`config.mk`:
```
export PLATFORM = sky130hd
export DESIGN_NAME = serial_rts_baud_multidrop
export DESIGN_NICKNAME = d
export VERILOG_FILES = /design/src/core/serial_pkg.sv /design/src/core/serial_tx_chan.sv /design/src/core/serial_rts_baud_multidrop.sv
export SDC_FILE = /design/constraint.sdc
export NUM_CORES = 1
export LEC_CHECK = 0
export BUFFER_PORTS_ARGS = -buffer_cell sky130_fd_sc_hd__clkbuf_2
export CAP_MARGIN = 20
export CELL_PAD_IN_SITES_DETAIL_PLACEMENT = 1
export CELL_PAD_IN_SITES_GLOBAL_PLACEMENT = 2
export CORE_MARGIN = 5
export CORE_UTILIZATION = 41
export DETAILED_ROUTE_END_ITERATION = 7
export PLACE_DENSITY = 0.81
export SYNTH_ARGS = -nofsm -noshare
export SYNTH_HDL_FRONTEND = slang
export SYNTH_SLANG_ARGS = --single-unit
```
`constraint.sdc`:
```
create_clock -name I_SYS_CLK -period 4.68 [get_ports I_SYS_CLK]
set_clock_uncertainty 0.05 [all_clocks]
set_input_delay 0.468 -clock I_SYS_CLK [delete_from_list [all_inputs] [get_ports I_SYS_CLK]]
set_output_delay 0.468 -clock I_SYS_CLK [all_outputs]
set_load 0.01 [all_outputs]
```
`src/core/serial_pkg.sv`:
```
// package: register map, field layouts, commands and carriers of the dual-channel serial block
package serial_pkg;

    // ****************************************
    // register indices (byte address = 4 * index)
    // ****************************************
    localparam logic [11:0] IDX_OUT_SET    = 12'h71E;
    localparam logic [11:0] IDX_OUT_CLR    = 12'h71F;
    localparam logic [11:0] IDX_CMD_A      = 12'h700;
    localparam logic [11:0] IDX_CMD_B      = 12'h701;
    localparam logic [11:0] IDX_MODE1_A    = 12'h702;
    localparam logic [11:0] IDX_MODE1_B    = 12'h703;
    localparam logic [11:0] IDX_CLKSEL     = 12'h704;
    localparam logic [11:0] IDX_TXDATA_A   = 12'h705;
    localparam logic [11:0] IDX_TXDATA_B   = 12'h706;
    localparam logic [11:0] IDX_STATUS     = 12'h707;
    localparam logic [11:0] IDX_IRQ_STAT   = 12'h708;
    localparam logic [11:0] IDX_IRQ_CLR    = 12'h709;
    localparam logic [11:0] IDX_IRQ_EN     = 12'h70A;
    localparam logic [11:0] IDX_RX_LEVEL   = 12'h70B;

    // ****************************************
    // command register field (bits 6:4) and codes
    // ****************************************
    localparam int          CMD_LSB        = 4;
    localparam logic [2:0]  CMD_NONE       = 3'h0;
    localparam logic [2:0]  CMD_ASSERT_RTS = 3'h1;
    localparam logic [2:0]  CMD_NEGATE_RTS = 3'h2;
    localparam logic [2:0]  CMD_TX_ENABLE  = 3'h3;
    localparam logic [2:0]  CMD_TX_DISABLE = 3'h4;

    // ****************************************
    // mode register one fields
    // ****************************************
    localparam int          M1_ADDR_DATA   = 2;
    localparam int          M1_MULTIDROP   = 3;
    localparam int          M1_RX_FLOW     = 7;
    localparam int          M1_TX_FLOW     = 6;
    localparam logic [7:0]  M1_RESET       = 8'h00;

    // ****************************************
    // clock select fields per channel: [1:0] source
    // ****************************************
    localparam logic [1:0]  SRC_XTAL_16X   = 2'h0;
    localparam logic [1:0]  SRC_EXT_1X     = 2'h1;
    localparam logic [1:0]  SRC_EXT_16X    = 2'h2;
    localparam logic [7:0]  CLKSEL_RESET   = 8'h00;

    // ****************************************
    // interrupt bits per channel (stride 2)
    // ****************************************
    localparam int          IRQ_TX_READY   = 0;
    localparam int          IRQ_TX_DONE    = 1;

    // ****************************************
    // timing
    // ****************************************
    localparam int          STOP_BITS      = 1;
    localparam int          FRAME_BITS_MD  = 11;
    localparam logic [15:0] XTAL_DIV_RESET = 16'h0018;

    typedef struct packed {
        logic [11:0] addr;
        logic [7:0]  wdata;
        logic        wr;
        logic        rd;
    } reg_req_t;

    typedef struct packed {
        logic [1:0] src;
        logic       md_en;
        logic       ad_flag;
    } tx_cfg_t;

endpackage : serial_pkg

```
`src/core/serial_tx_chan.sv`:
```
// module: one transmit channel with holding buffer, shift register and multidrop flag latch
`timescale 1ns/10ps
`default_nettype none
module serial_tx_chan (
    input  wire logic                I_CLK,
    input  wire logic                I_RST,
    input  wire logic                I_CE,
    input  wire logic                I_EN,
    input  wire serial_pkg::tx_cfg_t I_CFG,
    input  wire logic                I_TICK16,
    input  wire logic                I_EXT_RISE,
    input  wire logic                I_WR,
    input  wire logic [7:0]          I_DATA,
    output logic                     O_HOLD_FREE,
    output logic                     O_EMPTY,
    output logic                     O_LOAD,
    output logic                     O_DONE,
    output logic                     O_TXD
);
    import serial_pkg::*;

    typedef enum {IDLE, SHIFT} state_t;

    state_t      state_ff,  nxt_state;
    logic [7:0]  hold_ff,   nxt_hold;
    logic        full_ff,   nxt_full;
    logic [10:0] sh_ff,     nxt_sh;
    logic [3:0]  cnt_ff,    nxt_cnt;
    logic [3:0]  sub_ff,    nxt_sub;
    logic        txd_ff,    nxt_txd;
    logic        load_ff,   nxt_load;
    logic        done_ff,   nxt_done;
    logic        bit_tick;

    // ****************************************
    // bit timing: crystal or external clock, 1x or 16x
    // ****************************************
    always_comb begin
        nxt_sub = sub_ff;
        bit_tick = 1'b0;
        if (I_CFG.src == SRC_EXT_1X) begin
            bit_tick = I_EXT_RISE;
        end else if (I_TICK16) begin
            nxt_sub = sub_ff + 4'h1;
            bit_tick = (sub_ff == 4'hF);
        end
        if (state_ff == IDLE) begin
            nxt_sub = 4'h0;
        end
    end

    // ****************************************
    // frame sequencer
    // ****************************************
    always_comb begin
        nxt_state = state_ff;
        nxt_hold  = hold_ff;
        nxt_full  = full_ff;
        nxt_sh    = sh_ff;
        nxt_cnt   = cnt_ff;
        nxt_txd   = txd_ff;
        nxt_load  = 1'b0;
        nxt_done  = 1'b0;
        if (I_WR && !full_ff) begin
            nxt_hold = I_DATA;
            nxt_full = 1'b1;
        end
        case (state_ff)
            IDLE: begin
                nxt_txd = 1'b1;
                if (full_ff && I_EN) begin
                    // flag latched with the character at transfer time
                    nxt_sh    = {1'b1, I_CFG.md_en ? I_CFG.ad_flag : 1'b1, hold_ff, 1'b0};
                    nxt_full  = 1'b0;
                    nxt_load  = 1'b1;
                    nxt_cnt   = I_CFG.md_en ? 4'(FRAME_BITS_MD) : 4'(FRAME_BITS_MD - 1);
                    nxt_state = SHIFT;
                end
            end
            SHIFT: begin
                if (bit_tick) begin
                    nxt_txd = sh_ff[0];
                    nxt_sh  = {1'b1, sh_ff[10:1]};
                    nxt_cnt = cnt_ff - 4'h1;
                    if (cnt_ff == 4'h0) begin
                        // last stop bit has fully elapsed
                        nxt_txd   = 1'b1;
                        nxt_done  = !full_ff;
                        nxt_state = IDLE;
                    end
                end
            end
            default: nxt_state = IDLE;
        endcase
    end

    always_ff @(posedge I_CLK) begin
        if (I_RST) begin
            state_ff <= IDLE;
            hold_ff  <= 8'h00;
            full_ff  <= 1'b0;
            sh_ff    <= 11'h7FF;
            cnt_ff   <= 4'h0;
            sub_ff   <= 4'h0;
            txd_ff   <= 1'b1;
            load_ff  <= 1'b0;
            done_ff  <= 1'b0;
        end else if (I_CE) begin
            state_ff <= nxt_state;
            hold_ff  <= nxt_hold;
            full_ff  <= nxt_full;
            sh_ff    <= nxt_sh;
            cnt_ff   <= nxt_cnt;
            sub_ff   <= nxt_sub;
            txd_ff   <= nxt_txd;
            load_ff  <= nxt_load;
            done_ff  <= nxt_done;
        end
    end

    assign O_HOLD_FREE = !full_ff;
    assign O_EMPTY     = !full_ff && (state_ff == IDLE);
    assign O_LOAD      = load_ff;
    assign O_DONE      = done_ff;
    assign O_TXD       = txd_ff;
endmodule : serial_tx_chan
`default_nettype wire

```
`src/core/serial_rts_baud_multidrop.sv`:
```
// module: dual-channel serial block with request-to-send control, baud sourcing and multidrop
//
// What this block does
// - request-to-send pins are active low: 0 when set, 1 when cleared.
// - writing one to an output-set bit sets that channel's request-to-send.
// - writing one to an output-clear bit clears that channel's request-to-send.
// - assert command in channel command register sets request-to-send.
// - negate command in channel command register clears request-to-send.
// - reset clears every request-to-send, pins drive high.
// - receiver flow on: receive FIFO leaving full sets request-to-send.
// - receiver flow on: receive FIFO becoming full clears request-to-send.
// - transmit flow on: clear request-to-send after last character's stop bits.
// - receiver flow control works without a first manual assertion.
// - crystal-sourced baud rates scale in proportion to crystal frequency.
// - one external baud clock serves both channels, each 1x or 16x.
// - multidrop flag latched into character at holding-to-shift transfer.
// - transmit-ready asserts at transfer; later flag changes don't affect it.
// - flag changes need no transmitter disable nor empty wait.
`timescale 1ns/10ps
`default_nettype none
module serial_rts_baud_multidrop #(
    parameter int RX_DEPTH = 4
) (
    input  wire logic                  I_SYS_CLK,
    input  wire logic                  I_SYS_RST,
    input  wire logic                  I_CE,
    input  wire serial_pkg::reg_req_t  I_REG,
    output logic [7:0]                 O_RDATA,
    output logic                       O_IRQ,
    input  wire logic                  I_CRYSTAL_INPUT,
    input  wire logic                  I_EXT_BAUD_CLK,
    input  wire logic [1:0]            I_RXD,
    input  wire logic [1:0]            I_RX_POP,
    output logic [1:0]                 O_TXD,
    output logic [1:0]                 O_REQUEST_TO_SEND_N,
    output logic [1:0]                 O_TRANSMIT_HOLDING_FREE,
    output logic [1:0]                 O_TRANSMITTER_FULLY_EMPTY
);
    import serial_pkg::*;

    if (RX_DEPTH < 1 || RX_DEPTH > 15) begin : g_bad_depth
        $error("RX_DEPTH must be 1..15");
    end

    // ****************************************
    // pin synchronisers: three stages, change accepted when last two agree
    // ****************************************
    logic [2:0] xs_ff, es_ff;
    logic       xtal_ff, ext_ff, xtal_prev_ff, ext_prev_ff;
    logic       nxt_xtal, nxt_ext;
    logic       xtal_rise, ext_rise;
    logic [5:0] rxs_ff;
    logic [1:0] rx_lvl_ff, nxt_rx_lvl;

    always_comb begin
        nxt_xtal = (xs_ff[2] == xs_ff[1]) ? xs_ff[2] : xtal_ff;
        nxt_ext  = (es_ff[2] == es_ff[1]) ? es_ff[2] : ext_ff;
        nxt_rx_lvl = (rxs_ff[3:2] & rxs_ff[5:4]) | ((rxs_ff[3:2] ^ rxs_ff[5:4]) & rx_lvl_ff);
    end

    always_ff @(posedge I_SYS_CLK) begin
        if (I_SYS_RST) begin
            xs_ff        <= 3'h0;
            es_ff        <= 3'h0;
            rxs_ff       <= 6'h3F;
            rx_lvl_ff    <= 2'h3;
            xtal_ff      <= 1'b0;
            ext_ff       <= 1'b0;
            xtal_prev_ff <= 1'b0;
            ext_prev_ff  <= 1'b0;
        end else if (I_CE) begin
            xs_ff        <= {xs_ff[1:0], I_CRYSTAL_INPUT};
            es_ff        <= {es_ff[1:0], I_EXT_BAUD_CLK};
            rxs_ff       <= {rxs_ff[3:0], I_RXD};
            rx_lvl_ff    <= nxt_rx_lvl;
            xtal_ff      <= nxt_xtal;
            ext_ff       <= nxt_ext;
            xtal_prev_ff <= xtal_ff;
            ext_prev_ff  <= ext_ff;
        end
    end

    // crystal edges only land correctly while the system clock is fast enough
    assign xtal_rise = xtal_ff && !xtal_prev_ff;
    assign ext_rise  = ext_ff && !ext_prev_ff;

    // ****************************************
    // registers
    // ****************************************
    logic [7:0]  mode1_ff [2];
    logic [7:0]  nxt_mode1 [2];
    logic [7:0]  clksel_ff, nxt_clksel;
    logic [15:0] divcnt_ff, nxt_divcnt;
    logic        tick16_ff, nxt_tick16;
    logic [1:0]  txen_ff, nxt_txen;
    logic [3:0]  irq_stat_ff, nxt_irq_stat;
    logic [3:0]  irq_en_ff, nxt_irq_en;
    logic [7:0]  rdata_ff, nxt_rdata;
    logic [1:0]  rts_ff, nxt_rts;
    logic [3:0]  rxcnt_ff [2];
    logic [3:0]  nxt_rxcnt [2];
    logic [1:0]  rxfull_prev_ff;
    logic [1:0]  hold_free, empty, load, done;
    logic [1:0]  rx_full, rx_in, rx_was_full;
    logic        wr_set, wr_clr;
    logic [1:0]  wr_cmd, wr_tx;

    assign wr_set    = I_REG.wr && I_REG.addr == IDX_OUT_SET;
    assign wr_clr    = I_REG.wr && I_REG.addr == IDX_OUT_CLR;
    assign wr_cmd[0] = I_REG.wr && I_REG.addr == IDX_CMD_A;
    assign wr_cmd[1] = I_REG.wr && I_REG.addr == IDX_CMD_B;
    assign wr_tx[0]  = I_REG.wr && I_REG.addr == IDX_TXDATA_A;
    assign wr_tx[1]  = I_REG.wr && I_REG.addr == IDX_TXDATA_B;

    // ****************************************
    // shared crystal divider for the 16x reference
    // ****************************************
    always_comb begin
        nxt_divcnt = divcnt_ff;
        nxt_tick16 = 1'b0;
        // rates follow the crystal edge rate, so halving it halves every crystal-sourced rate
        if (xtal_rise) begin
            if (divcnt_ff >= XTAL_DIV_RESET) begin
                nxt_divcnt = 16'h0001;
                nxt_tick16 = 1'b1;
            end else begin
                nxt_divcnt = divcnt_ff + 16'h0001;
            end
        end
    end

    // ****************************************
    // per-channel logic
    // ****************************************
    genvar ch;
    generate
        for (ch = 0; ch < 2; ch++) begin : g_ch
            tx_cfg_t cfg;
            logic    tick;

            assign cfg.src     = clksel_ff[ch*4 +: 2];
            assign cfg.md_en   = mode1_ff[ch][M1_MULTIDROP];
            assign cfg.ad_flag = mode1_ff[ch][M1_ADDR_DATA];
            // external clock in 16x mode, crystal divider otherwise
            assign tick = (cfg.src == SRC_EXT_16X) ? ext_rise : tick16_ff;

            // flag is only sampled at transfer, so it may change any time
            serial_tx_chan u_tx (
                .I_CLK       (I_SYS_CLK),
                .I_RST       (I_SYS_RST),
                .I_CE        (I_CE),
                .I_EN        (txen_ff[ch]),
                .I_CFG       (cfg),
                .I_TICK16    (tick),
                .I_EXT_RISE  (ext_rise),
                .I_WR        (wr_tx[ch]),
                .I_DATA      (I_REG.wdata),
                .O_HOLD_FREE (hold_free[ch]),
                .O_EMPTY     (empty[ch]),
                .O_LOAD      (load[ch]),
                .O_DONE      (done[ch]),
                .O_TXD       (O_TXD[ch])
            );

            // receive occupancy: a synchronised falling edge counts as one arrival
            assign rx_in[ch]       = rx_lvl_ff[ch] && !nxt_rx_lvl[ch];
            assign rx_full[ch]     = rxcnt_ff[ch] == 4'(RX_DEPTH);
            assign rx_was_full[ch] = rxfull_prev_ff[ch];

            always_comb begin
                nxt_rxcnt[ch] = rxcnt_ff[ch];
                if (rx_in[ch] && !rx_full[ch]) begin
                    nxt_rxcnt[ch] = rxcnt_ff[ch] + 4'h1;
                end else if (I_RX_POP[ch] && rxcnt_ff[ch] != 4'h0) begin
                    nxt_rxcnt[ch] = rxcnt_ff[ch] - 4'h1;
                end
            end
        end
    endgenerate

    // ****************************************
    // request-to-send state
    // ****************************************
    always_comb begin
        logic [1:0] set_src;
        logic [1:0] clr_src;
        set_src = 2'h0;
        clr_src = 2'h0;
        for (int c = 0; c < 2; c++) begin
            set_src[c] = (wr_set && I_REG.wdata[c])
                || (wr_cmd[c] && I_REG.wdata[CMD_LSB +: 3] == CMD_ASSERT_RTS)
                // edge of the full flag alone drives it, no priming needed
                || (mode1_ff[c][M1_RX_FLOW] && rx_was_full[c] && !rx_full[c]);
            clr_src[c] = (wr_clr && I_REG.wdata[c])
                || (wr_cmd[c] && I_REG.wdata[CMD_LSB +: 3] == CMD_NEGATE_RTS)
                || (mode1_ff[c][M1_RX_FLOW] && !rx_was_full[c] && rx_full[c])
                || (mode1_ff[c][M1_TX_FLOW] && done[c]);
        end
        nxt_rts = (rts_ff | set_src) & ~clr_src;
    end

    // ****************************************
    // configuration, interrupts and read path
    // ****************************************
    always_comb begin
        nxt_mode1    = mode1_ff;
        nxt_clksel   = clksel_ff;
        nxt_txen     = txen_ff;
        nxt_irq_en   = irq_en_ff;
        nxt_rdata    = 8'h00;
        // set wins over clear in the same cycle
        nxt_irq_stat = irq_stat_ff & ~((I_REG.wr && I_REG.addr == IDX_IRQ_CLR) ? I_REG.wdata[3:0] : 4'h0);
        nxt_irq_stat = nxt_irq_stat | {done[1], load[1], done[0], load[0]};
        for (int c = 0; c < 2; c++) begin
            if (wr_cmd[c] && I_REG.wdata[CMD_LSB +: 3] == CMD_TX_ENABLE) begin
                nxt_txen[c] = 1'b1;
            end
            if (wr_cmd[c] && I_REG.wdata[CMD_LSB +: 3] == CMD_TX_DISABLE) begin
                nxt_txen[c] = 1'b0;
            end
        end
        if (I_REG.wr) begin
            case (I_REG.addr)
                IDX_MODE1_A: nxt_mode1[0] = I_REG.wdata;
                IDX_MODE1_B: nxt_mode1[1] = I_REG.wdata;
                IDX_CLKSEL:  nxt_clksel   = I_REG.wdata;
                IDX_IRQ_EN:  nxt_irq_en   = I_REG.wdata[3:0];
                default:     ;
            endcase
        end
        if (I_REG.rd) begin
            case (I_REG.addr)
                IDX_MODE1_A:  nxt_rdata = mode1_ff[0];
                IDX_MODE1_B:  nxt_rdata = mode1_ff[1];
                IDX_CLKSEL:   nxt_rdata = clksel_ff;
                IDX_STATUS:   nxt_rdata = {txen_ff, ~O_REQUEST_TO_SEND_N, rx_full, hold_free};
                IDX_IRQ_STAT: nxt_rdata = {4'h0, irq_stat_ff};
                IDX_IRQ_EN:   nxt_rdata = {4'h0, irq_en_ff};
                IDX_RX_LEVEL: nxt_rdata = {rxcnt_ff[1], rxcnt_ff[0]};
                default:      nxt_rdata = 8'h00;
            endcase
        end
    end

    always_ff @(posedge I_SYS_CLK) begin
        if (I_SYS_RST) begin
            mode1_ff       <= '{M1_RESET, M1_RESET};
            clksel_ff      <= CLKSEL_RESET;
            divcnt_ff      <= 16'h0001;
            tick16_ff      <= 1'b0;
            txen_ff        <= 2'h0;
            irq_stat_ff    <= 4'h0;
            irq_en_ff      <= 4'h0;
            rdata_ff       <= 8'h00;
            rts_ff         <= 2'h0;
            rxcnt_ff       <= '{4'h0, 4'h0};
            rxfull_prev_ff <= 2'h0;
        end else if (I_CE) begin
            mode1_ff       <= nxt_mode1;
            clksel_ff      <= nxt_clksel;
            divcnt_ff      <= nxt_divcnt;
            tick16_ff      <= nxt_tick16;
            txen_ff        <= nxt_txen;
            irq_stat_ff    <= nxt_irq_stat;
            irq_en_ff      <= nxt_irq_en;
            rdata_ff       <= nxt_rdata;
            rts_ff         <= nxt_rts;
            rxcnt_ff       <= nxt_rxcnt;
            rxfull_prev_ff <= rx_full;
        end
    end

    assign O_REQUEST_TO_SEND_N       = ~rts_ff;
    assign O_RDATA                   = rdata_ff;
    assign O_IRQ                     = |(irq_stat_ff & irq_en_ff);
    assign O_TRANSMIT_HOLDING_FREE   = hold_free;
    assign O_TRANSMITTER_FULLY_EMPTY = empty;
endmodule : serial_rts_baud_multidrop
`default_nettype wire

```
==> run metrics <==
Net Count, Synth roughly 880; synthesized instance count between 800 and 900; synthesized area divided by synthesized cell count 8.793 µm²; Worst Path Class, Setup reg2reg; Resized cells post-CTS 0; non-filler instance count after layout ~1100; slew at the pin closest to its max-slew limit 0.9649 ns; number of nets still failing antenna checks after routing 0; Register Area 0.003023 mm²; Worst VDD drop around 0.24 mV; cell repeated most along the worst path a21oi_1; total half-perimeter wirelength after legalization and detailed placement ~15000 µm; combined area of the multi-input logic cells around 0.0040 mm²; most used routing layer in global routing met2; antenna cells 0; starting density of the core between 40% and 50%; count of unresolved DRC violations after routing 0; min-delay worst type in2reg; sequential fraction of the synthesis area approximately two fifths; outcome finished, final reports clean; Via density between 5 and 6; flip-flop and latch count after synthesis around 150; flip-flop cell with the highest count after synthesis dfxtp_1; vias in the first global route 6615; number of buffers added for setup after CTS 0; WHS Path Cells 3; Final Instance Area a little over 0.008 mm²; Leak about 3.3 nW; netlist area before placement 0.007342 mm²; antenna violations before repair 0; global-route met3 utilization approximately 4.3%; fraction of final layout cells sized beyond drive strength 1 11.94%; arrival time at the worst endpoint approximately 3.2 ns; core area approximately 0.018 mm²; gr usage total around a fifth; async set-reset flop share out of synthesis 0%; minimum clock period approximately 2.9 ns; CTS hold repair buffers 0; crit path cell chain nor4b_1 > or4b_1 > ha_1 > a21o_1 > a21oi_1 > xor2_1 > or3_1 > a21oi_1; fill cell count roughly 2100; via count between 6000 and 7000; setup violation total in the final timing report 0; Die Area ~0.021 mm²; total number of nets in the final design about 900; number of buffers inserted by port buffering between 40 and 50; Remaining Overflow, GRT 0; clock sink count roughly 150; R2R depth 8; worst reg2reg startpoint rxcnt_ff[4]$_SDFFE_PP0P_; final-report hold violation count 0; maximum number of pins on one net before global-route repair 70; count of placed standard cells including taps 1061; CTS tree built; kind of capture point of the worst setup path flop; total power density per cell area approximately 360 mW/mm²; Ports 48; DR iter-0 viols between 200 and 300; Final Total Pwr 2.950 mW; GR Util met2 35.94%; total detailed-routing wirelength about 21000 µm; count of cell types in the netlist 70; launching instance or port of the critical path rxcnt_ff[4]$_SDFFE_PP0P_; Critical Path Max Stage Delay 0.86 ns; met1 capacity usage during global routing between 20% and 30%; crit start category flop; register clock-pin slew on the reported worst setup and hold paths roughly 0.06 ns; RSZ-0062 raised after global routing false; Hold Crit Start I_RXD[0]; number of enable-type register cells in the synthesized netlist 0; worst hold slack across all endpoints about 0.21 ns; maximum count of clock buffers along a single path 2; RD Place Congestion around 0.83; layout overhead on the synthesized area 12.30%; Worst slew margin between 30% and 40%; number of buffers added by the clock tree synthesis step 17; Area after DPL between 0.007 and 0.008 mm²; die width approximately 140 µm; detailed-routing iteration count for the pre-antenna-repair pass 4; latest clock arrival within the worst-skew pair around 0.43 ns; maximum achievable frequency 342.2 MHz; wire per inst about 19 µm; fin. max-slew vios 0; count of yosys warnings during synthesis 0; Root Buffer clkbuf_16; Crit-path slowest cell nor4b_1; CTS H-tree lvls 4; maximum fanout count along the critical path 6; accumulated negative setup slack 0 ns; row count slightly below 50; required arrival time at the worst endpoint around 5.0 ns; first-pass GRT wire length 34690 µm; period utilisation layout 62.44%; Vert. Die Dim ~140 µm; max_cap viols 0
==> synthesized netlist by cell type (all sizes together), types with 9 or more instances <==
| library cell | number | share of area (%) |
|---|---|---|
| o21ai | 20 | 1.4 |
| a221oi | 9 | 1.2 |
| nand2 | 79 | 4.1 |
| a21oi | 43 | 2.9 |
| xor2 | 12 | 1.4 |
| clkbuf | 35 | 1.8 |
| buf | 23 | 1.8 |
| a21o | 9 | 0.92 |
| a31oi | 20 | 1.7 |
| nor2 | 116 | 5.9 |
| nand3 | 17 | 1.2 |
| and2 | 9 | 0.78 |
| ha | 14 | 2.4 |
| nor2b | 12 | 1.0 |
| mux2i | 82 | 11 |
| nor4 | 11 | 1.1 |
| nor3 | 18 | 1.2 |
| dfxtp | 151 | 41 |
| a211oi | 16 | 1.7 |
| inv | 21 | 1.1 |
==> placed cells by master, fill, tap and decap left out, types with 8 or more instances in the layout <==
cell type,n
dfxtp_1,151
nor2_1,116
mux2i_1,82
nand2_1,78
clkbuf_2,46
a21oi_1,43
inv_1,21
a31oi_1,20
o21ai_0,20
nor3_1,18
clkbuf_16,17
nand3_1,16
a211oi_1,15
ha_1,14
xor2_1,12
nor2b_1,12
nor4_1,10
a21o_1,9
buf_4,9
and2_1,8
nand4_1,8
==> path summary, 6_finish.rpt <==
check / end / slack (ns)
setup / recovery: rxcnt_ff[7]$_SDFFE_PP0P_ / 1.76
hold / removal: rxs_ff[0]$_SDFFE_PP1P_ / 0.21
setup reg to reg: rxcnt_ff[7]$_SDFFE_PP0P_ / 1.76
hold reg to reg: mode1_ff[12]$_SDFFE_PP0P_ / 0.41
==> through the flow <==
stage / utilization (%) / setup slack, ns
after floorplan: - / 2.223
after global placement: 43.05 / 1.847
after detailed placement: 43.09 / 1.754
after CTS: 46.38 / 1.739
after global routing: 46.38 / 1.496
final: 46.38 / 1.758
==> registers in the layout (all words and copies together), names as in the netlist, 2 cells and up <==
register / cells
txen_ff: 2
O_RDATA: 8
rx_lvl_ff: 2
g_ch.u_tx.state_ff: 2
rx_was_full: 2
divcnt_ff: 16
irq_en_ff: 4
g_ch.u_tx.O_LOAD: 2
g_ch.u_tx.O_TXD: 2
rts_ff: 2
es_ff: 3
g_ch.u_tx.hold_ff: 16
g_ch.cfg: 4
irq_stat_ff: 4
rxs_ff: 6
g_ch.u_tx.O_DONE: 2
rxcnt_ff: 8
g_ch.u_tx.sh_ff: 20
g_ch.u_tx.cnt_ff: 8
clksel_ff: 8
xs_ff: 3
g_ch.u_tx.full_ff: 2
g_ch.u_tx.sub_ff: 8
mode1_ff: 12
==> routing by layer <==
metal / wire length, µm / vias up
li1: - / 3034
met1: 9602 / 3119
met2: 10220 / 101
met3: 965 / 13
met4: 175 / 0
met5: 0 / -
==> kinds of logic after synthesis <==
| group | synth area share (%) |
|---|---|
| AO/OA/AOI/OAI | 16.21 |
| XOR/XNOR | 1.909 |
| adder cells (fa/ha/maj) | 2.931 |
| buffers and inverters | 4.686 |
| flip-flops | 41.17 |
| multiplexers | 11.64 |
| AND/OR/NAND/NOR | 21.46 |
==> worst max-delay path: cells and delay by family, from the launching register on <==
family	cells	cell delay [ns]
and+or+nand+nor	3	1.54
AOI/OAI and AO/OA	3	0.49
DFF	1	0.39
adders and majority gates	1	0.29
xor gates and xnor gates	1	0.10
==> cell type report <==
class	count	share of cell area [%]
clock inverters	12	1.715
flip-flops and latches	151	36.66
inverters	21	0.9560
well taps	229	3.475
repair buffers	55	3.612
clock buffers	19	5.372
multi-input cells	605	48.21
==> where the power goes <==
part           total, mW  leakage (nW)  switching [mW]  internal (mW)
Sequential          1.35          1.22          0.0353           1.31
Combinational      0.237          1.75           0.144         0.0929
Clock               1.37         0.281           0.562          0.804
Total               2.95          3.26           0.742           2.21
No activity file was read; power rests on OpenSTA's default activity.
